[config.mk]
export PLATFORM = sky130hd
export DESIGN_NAME = csrs_top
export DESIGN_NICKNAME = d
export VERILOG_FILES = /design/src/csrs_pkg.sv /design/src/csrs_top.sv
export SDC_FILE = /design/constraint.sdc
export NUM_CORES = 1
export LEC_CHECK = 0
export BUFFER_PORTS_ARGS = -buffer_cell sky130_fd_sc_hd__clkbuf_2
export CORE_MARGIN = 3
export CORE_UTILIZATION = 50
export CTS_BUF_LIST = sky130_fd_sc_hd__clkbuf_16
export DETAILED_ROUTE_END_ITERATION = 6
export PLACE_DENSITY = 0.8
export SYNTH_ARGS = -nofsm -noshare
export SYNTH_HDL_FRONTEND = slang
export SYNTH_SLANG_ARGS = --single-unit
[constraint.sdc]
create_clock -name mclk -period 3 [get_ports mclk]
set_input_delay 0.15 -clock mclk [delete_from_list [all_inputs] [get_ports mclk]]
set_output_delay 0.15 -clock mclk [all_outputs]
set_load 0.01 [all_outputs]
[src/csrs_pkg.sv]
package csrs_pkg;

    // ****************************************************************
    // Clock source selection codes
    // ****************************************************************
    localparam logic [2:0] CSRS_SRC_EXT   = 3'h0;
    localparam logic [2:0] CSRS_SRC_XTAL0 = 3'h1;
    localparam logic [2:0] CSRS_SRC_XTAL1 = 3'h2;
    localparam logic [2:0] CSRS_SRC_XTAL2 = 3'h3;
    localparam logic [2:0] CSRS_SRC_XTAL3 = 3'h4;
    localparam logic [2:0] CSRS_SRC_RC    = 3'h5;

    // ****************************************************************
    // Reset sequence timing in mclk cycles
    // ****************************************************************
    localparam int         CSRS_SHORT_DELAY  = 256;
    localparam int         CSRS_LONG_DELAY   = 4096;
    localparam int         CSRS_FETCH_CYCLES = 2;
    localparam int         CSRS_WDG_PULSE    = 16;
    localparam int         CSRS_CNT_W        = 12;
    localparam logic [11:0] CSRS_SHORT_LAST  = 12'(CSRS_SHORT_DELAY - 1);
    localparam logic [11:0] CSRS_LONG_LAST   = 12'(CSRS_LONG_DELAY - 1);
    localparam logic [11:0] CSRS_FETCH_LAST  = 12'(CSRS_FETCH_CYCLES - 1);
    localparam logic [11:0] CSRS_WDG_LAST    = 12'(CSRS_WDG_PULSE - 1);

    // ****************************************************************
    // Reset vector address pair
    // ****************************************************************
    localparam logic [15:0] CSRS_VEC_LO = 16'hFFFE;
    localparam logic [15:0] CSRS_VEC_HI = 16'hFFFF;

    // ****************************************************************
    // Sequencer states, Gray coded along the usual path
    // ****************************************************************
    typedef enum logic [1:0] {
        CSRS_RUN    = 2'h0,
        CSRS_ACTIVE = 2'h1,
        CSRS_DELAY  = 2'h3,
        CSRS_FETCH  = 2'h2
    } csrs_state_t;

endpackage

[src/csrs_top.sv]
// What this block does
// RULE1 - Doubler on: internal clock twice source
// RULE2 - Doubler off: internal clock is source/2
// RULE3 - Doubler enabled only by configuration option
// RULE4 - Never configure doubler with RC oscillator
// RULE5 - Clock source chosen by configuration option
// RULE6 - Crystal oscillator keeps running during reset
// RULE7 - Pin, low-voltage and watchdog resets accepted
// RULE8 - Reset pin low throughout stabilisation delay
// RULE9 - Vector fetched from FFFE and FFFF
// RULE10 - Active, delay, fetch phases in order
// RULE11 - Delay is 256 or 4096 cycles
// RULE12 - Vector fetch lasts exactly two cycles
// RULE13 - Reset pin is input and open-drain output
// RULE14 - External reset caught without running clock
// RULE15 - External pulse must meet minimum width
// RULE16 - Pick delay to suit oscillator start-up
// RULE17 - Watchdog drives pin low minimum duration
// RULE18 - Low-voltage reset holds pin low
// RULE19 - Source release synchronised before delay count
`timescale 1ns/1ps
`default_nettype none

module csrs_top
    import csrs_pkg::*;
(
    // Clock and reset.
    input  wire logic        mclk,
    input  wire logic        rst,
    // Configuration options.
    input  wire logic [2:0]  cfg_clk_source,
    input  wire logic        cfg_doubler_en,
    input  wire logic        cfg_long_delay,
    // Oscillator source clock enables and doubler output enable.
    input  wire logic        source_clock_tick,
    input  wire logic        doubler_clock_tick,
    output logic             internal_clock_en,
    output logic             doubler_active,
    output logic             osc_run,
    output logic [2:0]       osc_select,
    // Reset sources.
    input  wire logic        low_voltage_detector,
    input  wire logic        watchdog_underflow,
    // Open-drain reset pin.
    input  wire logic        reset_pin_in,
    output logic             reset_pin_out,
    output logic             reset_pin_oe,
    // Reset outputs toward the core.
    output logic             core_reset,
    output logic             vector_fetch,
    output logic [15:0]      vector_addr,
    output logic [1:0]       reset_phase
);

    // ****************************************************************
    // Clock selection
    // ****************************************************************

    // Doubler follows only the static option and never the RC source.
    wire logic doubler_ok = cfg_doubler_en && (cfg_clk_source != CSRS_SRC_RC); // RULE3 RULE4

    logic div_toggle;

    // Divide-by-two of the source clock when the doubler is off.
    always_ff @(posedge mclk) begin
        if (rst) begin
            div_toggle <= 1'b0;
        end else if (source_clock_tick) begin
            div_toggle <= ~div_toggle; // RULE2
        end
    end

    // Doubler output doubles the source; otherwise every second source tick.
    assign internal_clock_en = doubler_ok ? doubler_clock_tick               // RULE1
                                          : (source_clock_tick & div_toggle); // RULE2
    assign doubler_active = doubler_ok;
    assign osc_select     = cfg_clk_source; // RULE5
    assign osc_run        = 1'b1;           // RULE6

    // ****************************************************************
    // Reset source capture
    // ****************************************************************

    logic        pin_sync1;
    logic        pin_sync2;
    logic        ext_latched;
    logic        pin_drive;
    csrs_state_t state;
    logic [11:0] cnt;
    logic [11:0] wdg_cnt;

    // The pin reads back the device's own drive. Only a low level that the
    // device is not making itself counts as an external reset; otherwise the
    // delay phase would see its own pull and restart forever.
    wire logic pin_ext_low = !reset_pin_in && !pin_drive; // RULE13

    // The pin is sampled through two flops; the raw low level is also
    // latched so a short pulse is held until the sequencer sees it.
    always_ff @(posedge mclk) begin
        if (rst) begin
            pin_sync1 <= 1'b1;
            pin_sync2 <= 1'b1;
        end else begin
            pin_sync1 <= !pin_ext_low;
            pin_sync2 <= pin_sync1; // RULE19
        end
    end

    // Latch an external low level directly from the pin, no sync needed.
    always_ff @(posedge mclk) begin
        if (rst) begin
            ext_latched <= 1'b0;
        end else if (pin_ext_low) begin
            ext_latched <= 1'b1; // RULE14 RULE15
        end else if (state == CSRS_ACTIVE) begin
            ext_latched <= 1'b0;
        end
    end

    // Watchdog stretch counter keeps the pin low a minimum time.
    always_ff @(posedge mclk) begin
        if (rst) begin
            wdg_cnt <= 12'h000;
        end else if (watchdog_underflow) begin
            wdg_cnt <= CSRS_WDG_LAST; // RULE17
        end else if (wdg_cnt != 12'h000) begin
            wdg_cnt <= wdg_cnt - 12'h001;
        end
    end

    wire logic wdg_hold   = watchdog_underflow || (wdg_cnt != 12'h000); // RULE17
    wire logic src_active = ext_latched || !pin_sync2 || low_voltage_detector
                            || wdg_hold; // RULE7

    // ****************************************************************
    // Reset sequencer
    // ****************************************************************

    wire logic [11:0] delay_last = cfg_long_delay ? CSRS_LONG_LAST : CSRS_SHORT_LAST; // RULE11

    csrs_state_t next_state;
    logic [11:0] next_cnt;

    // Next-state logic: any source restarts the active phase.
    always_comb begin
        next_state = state;
        next_cnt   = cnt;
        unique case (state)
            CSRS_RUN: begin
                if (src_active) begin
                    next_state = CSRS_ACTIVE; // RULE10
                end
            end
            CSRS_ACTIVE: begin
                if (!src_active) begin
                    next_state = CSRS_DELAY; // RULE10 RULE19
                    next_cnt   = 12'h000;
                end
            end
            CSRS_DELAY: begin
                if (src_active) begin
                    next_state = CSRS_ACTIVE;
                end else if (cnt == delay_last) begin
                    next_state = CSRS_FETCH; // RULE11
                    next_cnt   = 12'h000;
                end else begin
                    next_cnt = cnt + 12'h001;
                end
            end
            CSRS_FETCH: begin
                if (src_active) begin
                    next_state = CSRS_ACTIVE;
                end else if (cnt == CSRS_FETCH_LAST) begin
                    next_state = CSRS_RUN; // RULE12
                end else begin
                    next_cnt = cnt + 12'h001;
                end
            end
        endcase
    end

    // State and counter registers; reset starts a full sequence.
    always_ff @(posedge mclk) begin
        if (rst) begin
            state <= CSRS_ACTIVE;
            cnt   <= 12'h000;
        end else begin
            state <= next_state;
            cnt   <= next_cnt;
        end
    end

    // ****************************************************************
    // Outputs
    // ****************************************************************

    logic [15:0] vaddr;

    // Drive the pin low in the delay phase and while an internal source
    // is active, so other devices on the line are reset too.
    always_ff @(posedge mclk) begin
        if (rst) begin
            pin_drive <= 1'b1;
        end else begin
            pin_drive <= (next_state == CSRS_DELAY)        // RULE8
                         || low_voltage_detector           // RULE18
                         || wdg_hold;                      // RULE17
        end
    end

    // Vector address register for the two fetch cycles.
    always_ff @(posedge mclk) begin
        if (rst) begin
            vaddr <= CSRS_VEC_LO;
        end else begin
            vaddr <= (next_state == CSRS_FETCH && next_cnt != 12'h000) ? CSRS_VEC_HI
                                                                       : CSRS_VEC_LO; // RULE9
        end
    end

    assign reset_pin_out = 1'b0;      // RULE13
    assign reset_pin_oe  = pin_drive; // RULE13
    assign core_reset    = (state != CSRS_RUN);
    assign vector_fetch  = (state == CSRS_FETCH); // RULE12
    assign vector_addr   = vaddr;
    assign reset_phase   = state;

endmodule

`default_nettype wire

# After elaboration in Yosys (flattened, before gate mapping)
# Cells that the tools add are included.
[totals] word_cells=62 in_bits=12 reg_bits=47 out_inout_bits=28
[op_classes] n_bitwise=2 addsub=2 eq_ne=8 mux=20 reduce_logical=20
[op_table] cell="$mux W12" n=6
[op_table] cell="$pmux W12 S3" n=1
[op_table] cell="$reduce_bool A12 Y1" n=2
[op_table] cell="$add A12 B1 Y12 const B" n=1
[op_table] cell="$eq A12 B1 Y1 const B" n=1
[op_table] cell="$eq A12 B12 Y1" n=1
[op_table] cell="$mux W2" n=6
[op_table] cell="$sub A12 B1 Y12 const B" n=1
[op_table] cell="$eq A2 B2 Y1 const B" n=4
[op_table] cell="$mux W4" n=2
[op_table] cell="$pmux W2 S4" n=1
[op_table] cell="$logic_or A1 B1 Y1" n=6
[op_table] cell="$reduce_bool A2 Y1" n=3
[op_table] cell="$logic_not A1 Y1" n=4
[op_table] cell="$mux W1" n=4
[op_table] cell="$logic_and A1 B1 Y1" n=3
[op_table] cell="$ne A3 B3 Y1 const B" n=1
[op_table] cell="$eq A2 B1 Y1 const B" n=1
[op_table] cell="$logic_not A2 Y1" n=1
[op_table] cell="$reduce_or A2 Y1" n=1
[op_table] cell="$and A1 B1 Y1" n=1
[op_table] cell="$not A1 Y1" n=1

# Longest topological paths before layout
# Gate-level depths: netlist of run 1.
[depth] ltp_word=9 mapped_depth=10 depth_no_buf=9

# Worst setup path before layout of run 1
# OpenSTA, ideal clock, no wires.
[synth_timing] path_kind="register -> register" from="register cnt[0]" to="register vaddr[0] (netlist: vector_addr[0])" setup_time_ns=0.134 path_stages_with_launch=9 required_time_ns=2.866 t_arrival_ns=2.138 n_path_buf=0 period_less_slack_ns=2.272 setup_slack_ns=0.728 path_cell_list="dfxtp_1 > ha_1 > or4b_4 > or3_4 > nand3_4 > nor2_1 > o31a_1 > nor4_2 > a311oi_1"
[synth_via] elab_chain_cells=7 elab_cells_between_ends=18 classes_between="1 x add/sub; 3 x eq/ne; 12 x mux; 2 x reduce/logical"
[synth_lines] item="start, declared" line="csrs_top.sv:89" rtl="logic [11:0] cnt;"
[synth_lines] item="start signal, assigned" line="csrs_top.sv:189" rtl="cnt <= next_cnt;"
[synth_lines] item="$add A12 B1 Y12, or another cell as far along" line="csrs_top.sv:167, csrs_top.sv:176"
[synth_lines] item="$mux W12, or another cell as far along" line="csrs_top.sv:173" rtl="end else if (cnt == CSRS_FETCH_LAST) begin"
[synth_lines] item="$mux W12, or another cell as far along" line="csrs_top.sv:171" rtl="if (src_active) begin"
[synth_lines] item="$pmux W12 S3 or $pmux W2 S4 (tied branches)" line="csrs_top.sv:148" rtl="unique case (state)"
[synth_lines] item="$reduce_bool A12 Y1 or $eq A2 B2 Y1 (tied branches)" line="csrs_top.sv:216" rtl="vaddr <= (next_state == CSRS_FETCH && next_cnt != 12'h000) ? CSRS_VEC_HI"
[synth_lines] item="$logic_and A1 B1 Y1 *" line="csrs_top.sv:216"
[synth_lines] item="$mux W1 *" line="csrs_top.sv:216"
[synth_lines] item="end signal, assigned" line="csrs_top.sv:216"
[synth_lines] item="end, declared" line="csrs_top.sv:197" rtl="logic [15:0] vaddr;"
# Every way passes the cells marked *; elsewhere a longest branch is shown, timed or not.
# A chain may end at the register's enable or synchronous reset.

# Final worst setup path of run 1
[layout_timing] from="register cnt[8]" to="register vaddr[0] (netlist: vector_addr[0])"
# Same word-level chain as after synthesis.

==> flow_metrics.env, run 1 <==
export IMPL_post_drt_via_cell_ratio=5.65
export IMPL_cap_violations=0
export IMPL_synth_area_sq_um=1940
export IMPL_synth_commonest_cells="dfxtp_1, nor2_1, nand2_1"
export IMPL_arrival_ns=2.75
export IMPL_antenna_left=0
export IMPL_min_from="reset_pin_in"
export IMPL_post_cts_resized=0
export IMPL_netlist_top_cells_area="dfxtp_1, buf_4, nor2_1, nand2_1, a21oi_1"
export IMPL_setup_viol=0
export IMPL_timing_setup_critical_path_class="flip-flop to flip-flop"
export IMPL_postCtsHoldBufs=0
export IMPL_synth_seq_cells=32
export IMPL_cts_root_buf="clkbuf_16"
export IMPL_portBuffers=22
export IMPL_syn_to_final_growth_pct=10.4
export IMPL_worstMarginPinSlew_ns=0.716
export IMPL_grt_overflow=0
export IMPL_skew_ns=0.00296
export IMPL_diodes=0
export IMPL_nNetsFinal=280
export IMPL_p_leak_nw=0.800
export IMPL_clock_latency_ns=0.27
export IMPL_slew_limit_headroom=0.519
export IMPL_rows=21
export IMPL_r2r_start="cnt[8]$_SDFF_PP0_"
export IMPL_slowest_delay_ns=0.57
export IMPL_final_max_slew_violation_count=0
export IMPL_clockBufferDepth=2
export IMPL_io_pins=40
export IMPL_die_w_microns=68.2
export IMPL_postCtsSetupRepairBufs=0
export IMPL_cts_sinks=32
export IMPL_yosysTopAreaCell="dfxtp_1"
export IMPL_required_ns=3.15
export IMPL_ys_seq_area_frac=0.331
export IMPL_hold_path_class="primary input to flip-flop"
export IMPL_cp_slowest_cell="or4_4"
export IMPL_fmax_ghz=0.384
export IMPL_crit_buf_inv=0
export IMPL_grt_pass1_vias=1540
export IMPL_drtIter0Drc=191
export IMPL_start_util=0.550
export IMPL_rsz0062_at_grt="no"
export IMPL_cts_buffers_inserted=5
export IMPL_yosys_warnings=0
export IMPL_multiInputGateArea_sq_um=1120
export IMPL_yosysUniqueCellTypes=51
export IMPL_clkSlewWorstSetupHoldPaths_ns=0.05
export IMPL_utilization=0.607
export IMPL_path_max_fanout=6
export IMPL_cts_tree="yes"
export IMPL_ir_worst_vdd_uv=318
export IMPL_crit_family="compound AO/OA/AOI/OAI gates"
export IMPL_synth_edf_count=0
export IMPL_fillers=315
export IMPL_hpwl_microns=3110
export IMPL_yosysMostFrequentCell="dfxtp_1"
export IMPL_seq_area_sq_um=641
export IMPL_fin_crit_sh=0.869
export IMPL_timing_hold_ws_ns=0.0839
export IMPL_hold_viol_final=0
export IMPL_reg2reg_slack_ns=0.39
export IMPL_drive_gt1_frac=0.170
export IMPL_stdcell_area_sq_um=2140
export IMPL_core_area_sq_um=3520
export IMPL_final_min_clock_period_ns=2.61
export IMPL_dr_pass1_iters=4
export IMPL_syn_mean_instance_area_sq_um=7.87
export IMPL_synth_async_reset_ratio=0
export IMPL_syn_inst=246
export IMPL_grt_max_degree=24
export IMPL_postPlaceCellArea_sq_um=1970
export IMPL_ys_flop_type="dfxtp_1"
export IMPL_outcome="finished, final reports clean"
export IMPL_drc=0
export IMPL_wl_per_cell_microns=13.7
export IMPL_route_vias_total=1756
export IMPL_antenna_found_initial=0
export IMPL_grt_total_usage=0.202
export IMPL_grt_pass1_wl_microns=7020
export IMPL_place_congestion=0.922
export IMPL_synth_top_cell_area_share=0.331
export IMPL_cellPowerDensity_nw_per_um2=545
export IMPL_die_height_microns=68.2
export IMPL_worstSetupStartpointType="flip-flop"
export IMPL_crit_chain="or4_4, o22ai_1, a31oi_1, o31ai_1, o21ai_0, nor4_1, a311oi_1"
export IMPL_dieArea_sq_um=4650
export IMPL_endpoint_kind="flip-flop"
export IMPL_h_tree_depth=2
export IMPL_startpoint="cnt[8]$_SDFF_PP0_"
export IMPL_final_setup_tns_ns=0
export IMPL_drt_total_wl_microns=4260
-- state kept, by name, indices dropped and copies added (netlist names) --
name / count
cnt: 12
div_toggle: 1
ext_latched: 1
pin_sync1: 1
pin_sync2: 1
reset_phase: 2
reset_pin_oe: 1
vector_addr: 1
wdg_cnt: 12
-- stage by stage --
step / power [mW] / std cells / worst slack (ns)
5_1_grt: 1.21 / 311 / 0.184
6_report: 1.17 / 311 / 0.394
2_1_floorplan: 0.589 / 261 / 0.728
3_3_place_gp: 0.596 / 303 / 0.524
4_1_cts: 1.17 / 311 / 0.422
3_5_place_dp: 0.600 / 303 / 0.482
-- cell type report --
cell class	instances	share of cell area
multi-input combinational	194	0.526
sequential	32	0.300
clock buffer	5	0.0585
timing repair buffer	23	0.0550
tap	46	0.0269
clock inverter	3	0.0199
inverter	8	0.0141
-- where the power goes --
part | internal, mW | switching (mW)
clock network | 0.389 | 0.182
registers | 0.440 | 0.0149
logic | 0.0535 | 0.0855
-- kinds of logic after synthesis --
logic type,after synthesis,share of synthesized area
buffers and inverters,35,0.118
AOI/OAI and AO/OA,45,0.144
xor gates and xnor gates,11,0.0498
adders and majority gates,4,0.0259
DFF,32,0.331
and+or+nand+nor,117,0.328
other,2,0.00388
-- per-layer routing --
layer	GRT usage	wire, microns
met4	0.0720	53
met1	0.264	1940
met5	0	0
met2	0.310	1870
met3	0.0624	393
-- worst paths after layout --
kind / end / cells after the start
worst max-delay path: vector_addr[0]$_SDFF_PP0_ / 7
worst min-delay path: pin_sync1$_SDFF_PP1_ / 2
worst max register to register: vector_addr[0]$_SDFF_PP0_ / 7
worst min register to register: pin_sync2$_SDFF_PP1_ / 1
-- worst register-to-register path, delay by kind of cell (launching register included) --
| family | cells | cell delay [ns] |
|---|---|---|
| AO/OA/AOI/OAI | 5 | 1.24 |
| flip-flops | 1 | 0.35 |
| AND/OR/NAND/NOR | 2 | 0.90 |
-- placed cells by master (no fill, tap or decap), types with 3 or more instances in the layout --
master / Yosys / final
nor2b_1: 9 / 9
clkbuf_16: 0 / 5
nor4_1: 3 / 3
nand2_1: 24 / 24
nor2_1: 26 / 26
ha_1: 4 / 4
clkbuf_2: 0 / 22
dfxtp_1: 32 / 32
inv_1: 8 / 8
a21oi_1: 15 / 15
o21ai_0: 12 / 12
nand3_1: 9 / 9
nor3_1: 13 / 13
xor2_1: 3 / 3
or4_1: 3 / 3
or2_2: 4 / 4
nand4_1: 4 / 4
nand2b_1: 3 / 3
conb_1: 2 / 17
or3_1: 4 / 4
xnor2_1: 8 / 8
(Power assumes the default switching activity.)
==> inputs of run 2 (changes only) <==
CORE_UTILIZATION = 54   (was 50)
PLACE_DENSITY = 0.85   (was 0.8)
==> flow_metrics.env, run 2 (synthesis gave the netlist of run 1 again) <==
export IMPL_final_max_slew_violation_count=0
export IMPL_grt_max_degree=24
export IMPL_rsz0062_at_grt="no"
export IMPL_die_w_microns=65.9
export IMPL_start_util=0.571
export IMPL_worstSetupStartpointType="flip-flop"
export IMPL_utilization=0.630
export IMPL_postCtsSetupRepairBufs=0
export IMPL_required_ns=3.18
export IMPL_arrival_ns=2.63
export IMPL_postCtsHoldBufs=0
export IMPL_grt_pass1_vias=1610
export IMPL_final_min_clock_period_ns=2.45
export IMPL_skew_ns=0.00617
export IMPL_drc=0
export IMPL_fmax_ghz=0.409
export IMPL_cap_violations=0
export IMPL_p_leak_nw=0.800
export IMPL_final_setup_tns_ns=0
export IMPL_endpoint_kind="flip-flop"
export IMPL_setup_viol=0
export IMPL_timing_setup_critical_path_class="flip-flop to flip-flop"
export IMPL_slew_limit_headroom=0.606
export IMPL_antenna_found_initial=0
export IMPL_layout_commonest_cell="dfxtp_1"
export IMPL_grt_overflow=0
export IMPL_drive_gt1_frac=0.170
export IMPL_core_area_sq_um=3390
export IMPL_syn_to_final_growth_pct=10.4
export IMPL_cp_endpoint="vector_addr[0]$_SDFF_PP0_"
export IMPL_portBuffers=22
export IMPL_outcome="finished, final reports clean"
export IMPL_rows=21
export IMPL_nNetsFinal=280
export IMPL_cts_buffers_inserted=5
export IMPL_r2r_start="wdg_cnt[4]$_SDFFE_PP0P_"
export IMPL_rr_worst_depth=7
export IMPL_dr_pass1_iters=4
export IMPL_drtIter0Drc=251
export IMPL_cts_sinks=32
export IMPL_diodes=0
export IMPL_hold_viol_final=0
export IMPL_final_cell_mix="dfxtp_1, nor2_1, nand2_1"
export IMPL_grt_total_usage=0.226
export IMPL_timing_hold_ws_ns=0.0879
export IMPL_cts_root_buf="clkbuf_16"
export IMPL_dieArea_sq_um=4340
export IMPL_hold_path_class="primary input to flip-flop"
export IMPL_ir_worst_vdd_uv=260
export IMPL_startpoint="wdg_cnt[4]$_SDFFE_PP0P_"
export IMPL_clock_latency_ns=0.28
export IMPL_wl_per_cell_microns=14.6
export IMPL_fillers=286
export IMPL_worstMarginPinSlew_ns=0.584
export IMPL_place_inst=303
export IMPL_clockBufferDepth=2
export IMPL_h_tree_depth=2
export IMPL_cellPowerDensity_nw_per_um2=545
export IMPL_place_congestion=1.00
export IMPL_die_height_microns=65.9
export IMPL_clkSlewWorstSetupHoldPaths_ns=0.06
export IMPL_reg2reg_slack_ns=0.55
export IMPL_post_cts_resized=0
export IMPL_fin_crit_sh=0.816
export IMPL_hpwl_microns=3170
export IMPL_antenna_left=0
export IMPL_drt_total_wl_microns=4530
export IMPL_route_vias_total=1795
export IMPL_fin_cells=311
export IMPL_post_drt_via_cell_ratio=5.77
export IMPL_cts_tree="yes"
export IMPL_grt_pass1_wl_microns=7600
export IMPL_r2r_end="vector_addr[0]$_SDFF_PP0_"
export IMPL_power_mw=1.16
export IMPL_io_pins=40
export IMPL_path_max_fanout=12
-- run 2: cell counts in the layout (fill, tap and decap cells not counted) --
Identical to the previous run, type by type.
-- run 2: worst max-delay path, cell delays in order, from the launching register on --
cell and delay [ns]:
dfxtp_1 0.34, nor3_1 0.39, and4_2 0.48, and2_0 0.37
a21boi_0 0.18, o21ai_0 0.24, nor4_1 0.09, a311oi_1 0.27
-- run 2: how the worst min path moves through the flow --
stage                                end    startpoint  depth (start not counted)  slack (ns)
global placement    pin_sync1$_SDFF_PP1_  reset_pin_in                          2        0.37
CTS                 pin_sync1$_SDFF_PP1_  reset_pin_in                          2        0.09
floorplan           pin_sync1$_SDFF_PP1_           rst                          1        0.26
global route        pin_sync1$_SDFF_PP1_  reset_pin_in                          2         0.1
finish              pin_sync1$_SDFF_PP1_  reset_pin_in                          2        0.09
detailed placement  pin_sync1$_SDFF_PP1_  reset_pin_in                          2        0.37
-- run 2: cell type report --
| cell class | instances | area (sq um) | share of cell area |
|---|---|---|---|
| inverter | 8 | 30.0 | 0.0141 |
| sequential | 32 | 641 | 0.300 |
| timing repair buffer | 23 | 118 | 0.0550 |
| tap | 46 | 57.6 | 0.0269 |
| multi-input combinational | 194 | 1120 | 0.526 |
| clock inverter | 3 | 42.5 | 0.0199 |
| clock buffer | 5 | 125 | 0.0585 |
-- run 2: metrics by stage --
stage	setup slack (ns)	instance area (sq um)
after detailed placement	0.607	1970
after global routing	0.365	2140
final	0.553	2140
after global placement	0.643	1970
after CTS	0.589	2140
after floorplan	0.728	1990
-- run 2: per-layer routing --
layer,vias up,share of wire,GRT usage
li1,860,-,-
met1,816,0.42,0.305
met5,-,0,0
met4,0,0.024,0.106
met3,15,0.10,0.0544
met2,104,0.45,0.335
-- run 2: power by group --
| part | internal (mW) | switching [mW] |
|---|---|---|
| clock | 0.389 | 0.181 |
| combinational | 0.0538 | 0.0840 |
| sequential | 0.440 | 0.0160 |
| total | 0.883 | 0.281 |
==> inputs of run 3 (changes only) <==
ABC_AREA = 1   (was default)
CORE_UTILIZATION = 50   (was 54)
PLACE_DENSITY = 0.82   (was 0.85)
clock period = 2.09 ns   (was 3 ns; I/O delays follow)
==> flow_metrics.env, run 3 <==
export IMPL_outcome="finished, final reports clean"
export IMPL_cap_violations=0
export IMPL_whs_path_depth=2
export IMPL_postPlaceCellArea_sq_um=2170
export IMPL_wl_per_cell_microns=12.3
export IMPL_post_drt_via_cell_ratio=5.03
export IMPL_drc=0
export IMPL_io_pins=40
export IMPL_required_ns=2.27
export IMPL_slowest_delay_ns=0.46
export IMPL_syn_inst=315
export IMPL_cp_slowest_cell="dfxtp_1"
export IMPL_fin_crit_sh=0.947
export IMPL_reg2reg_slack_ns=0.11
export IMPL_crit_chain="nand3_1, nor3_4, nand2_1, nand2_2, nand2_4, nand3b_1, nand2_1, nand2_2, nand2_1, nor2_2, nand3_1, nand2_1, inv_1"
export IMPL_layout_commonest_cell="nand2_1"
export IMPL_synth_async_reset_ratio=0
export IMPL_crit_family="simple AND/OR/NAND/NOR gates"
export IMPL_rows=22
export IMPL_route_vias_total=1988
export IMPL_hpwl_microns=3480
export IMPL_synth_top_cell_area_share=0.308
export IMPL_dr_pass1_iters=4
export IMPL_r2r_start="cnt[3]$_SDFF_PP0_"
export IMPL_cellPowerDensity_nw_per_um2=664
export IMPL_dieArea_sq_um=4970
export IMPL_place_inst=380
export IMPL_clock_latency_ns=0.28
export IMPL_ys_seq_area_frac=0.308
export IMPL_place_congestion=1.02
export IMPL_yosys_warnings=0
export IMPL_fmax_ghz=0.505
export IMPL_final_cell_mix="nand2_1, nor2_1, inv_1"
export IMPL_antenna_found_initial=0
export IMPL_min_from="source_clock_tick"
export IMPL_core_area_sq_um=3830
export IMPL_p_leak_nw=1.15
export IMPL_fin_cells=395
export IMPL_cpMostUsedCell="nand2_1"
export IMPL_antenna_left=0
export IMPL_grt_pass1_wl_microns=7780
export IMPL_setup_viol=0
export IMPL_diodes=0
export IMPL_crit_buf_inv=1
export IMPL_holdPathEnd="div_toggle$_SDFFE_PP0P_"
export IMPL_rr_worst_depth=13
export IMPL_endpoint_kind="flip-flop"
export IMPL_path_max_fanout=8
export IMPL_arrival_ns=2.16
export IMPL_grt_overflow=0
export IMPL_syn_mean_instance_area_sq_um=6.61
export IMPL_grt_max_degree=21
export IMPL_worstSetupStartpointType="flip-flop"
export IMPL_layout_setup_ws_ns=0.110
export IMPL_drive_gt1_frac=0.210
export IMPL_power_mw=1.61
export IMPL_portBuffers=22
export IMPL_synth_area_sq_um=2080
export IMPL_yosysTopAreaCell="dfxtp_1"
export IMPL_yosysMostFrequentCell="nand2_1"
export IMPL_yosysUniqueCellTypes=34
export IMPL_final_min_clock_period_ns=1.98
export IMPL_ys_flop_type="dfxtp_1"
export IMPL_syn_to_final_growth_pct=16.1
export IMPL_grt_total_usage=0.193
export IMPL_h_tree_depth=2
export IMPL_netlist_top_cells_area="dfxtp_1, nand2_1, nor2_1, inv_1, buf_4"
export IMPL_skew_ns=0.00387
export IMPL_cts_sinks=32
export IMPL_final_max_slew_violation_count=0
export IMPL_die_height_microns=70.5
export IMPL_r2r_end="vector_addr[0]$_SDFF_PP0_"
export IMPL_drt_total_wl_microns=4840
export IMPL_hold_viol_final=0
export IMPL_place_ws_ns=-0.0153
export IMPL_stdcell_area_sq_um=2420
export IMPL_cts_tree="yes"
export IMPL_cts_root_buf="clkbuf_16"
export IMPL_clockBufferDepth=2
export IMPL_nNetsFinal=362
export IMPL_synth_seq_cells=32
export IMPL_timing_setup_critical_path_class="flip-flop to flip-flop"
export IMPL_start_util=0.544
export IMPL_die_w_microns=70.5
export IMPL_cts_buffers_inserted=5
export IMPL_synth_commonest_cells="nand2_1, nor2_1, inv_1"
export IMPL_hold_path_class="primary input to flip-flop"
export IMPL_postCtsHoldBufs=0
export IMPL_drtIter0Drc=166
export IMPL_synth_edf_count=0
export IMPL_ir_worst_vdd_uv=475
export IMPL_grt_pass1_vias=1740
export IMPL_clkSlewWorstSetupHoldPaths_ns=0.05
-- run 3: changes by cell type in the layout (fill, tap and decap cells not counted), sizes merged, moves of 6 or more --
cell,previous run,this run
nor2,26,56
xnor2,8,1
nor2b,9,0
nand3,10,26
a21oi,15,8
inv,8,44
buf,1,9
or3,6,0
nand2,24,79
-- run 3: area by class of cell --
class / instances / area, sq um
clock inverter: 3 / 18.8
clock buffer: 5 / 125
inverter: 44 / 165
multi-input combinational: 232 / 1230
sequential: 32 / 644
tap: 48 / 60.1
timing repair buffer: 31 / 178
fill: 343 / 1410
-- run 3: cell families (layout without fill, tap and decap cells) --
kind of cell	Yosys count	after routing	synth area share
compound gates	24	24	0.0667
fa+ha+maj	4	4	0.0240
xor+xnor	5	5	0.0210
flops	32	32	0.308
other cells	2	17	0.00361
buf+inv	66	83	0.155
simple gates	182	182	0.422
-- run 3: worst max path at each step --
stage	from	endpoint	slack [ns]	cells after the start
floorplan	cnt[0]$_SDFF_PP0_	vector_addr[0]$_SDFF_PP0_	0.36	14
global placement	cnt[0]$_SDFF_PP0_	vector_addr[0]$_SDFF_PP0_	0.13	14
detailed placement	cnt[0]$_SDFF_PP0_	vector_addr[0]$_SDFF_PP0_	-0.02	14
CTS	cnt[0]$_SDFF_PP0_	vector_addr[0]$_SDFF_PP0_	0.01	14
global route	cnt[3]$_SDFF_PP0_	vector_addr[0]$_SDFF_PP0_	-0.03	13
finish	cnt[3]$_SDFF_PP0_	vector_addr[0]$_SDFF_PP0_	0.11	13
-- run 3: metal layers --
layer / vias to the layer above / share of wire / track usage
met5: - / 0 / 0
met4: 0 / 0.037 / 0.0898
met3: 22 / 0.075 / 0.0540
met2: 97 / 0.44 / 0.295
met1: 855 / 0.45 / 0.252
li1: 1014 / - / -
-- run 3: metrics by stage --
step                utilization  setup TNS, ns  hold WS, ns
floorplan                     -              0        0.183
global placement          0.566              0        0.316
detailed placement        0.566        -0.0153        0.319
CTS                       0.606              0       0.0323
global route              0.632        -0.0256       0.0394
finish                    0.632              0       0.0290
-- run 3: timing repair --
action / 4_1_cts / 5_1_grt
pin swaps: 1 / 9
setup endpoints to repair: 1 / 1
resized for setup: 0 / 19
buffers inserted: 1 / 6
-- run 3: worst reg2reg max path, stage by stage (launching register included) --
cell	delay, ns
dfxtp_1	0.46
nand3_1	0.22
nor3_4	0.20
nand2_1	0.12
nand2_2	0.13
nand2_4	0.09
nand3b_1	0.10
nand2_1	0.09
nand2_2	0.10
nand2_1	0.08
nor2_2	0.11
nand3_1	0.08
nand2_1	0.06
inv_1	0.04
-- run 3: report_power, final --
group	internal, mW	leakage, nW	switching [mW]	total [mW]
logic	0.0884	0.815	0.159	0.247
clock network	0.438	0.0736	0.272	0.710
registers	0.630	0.261	0.0190	0.649
total	1.16	1.15	0.450	1.61
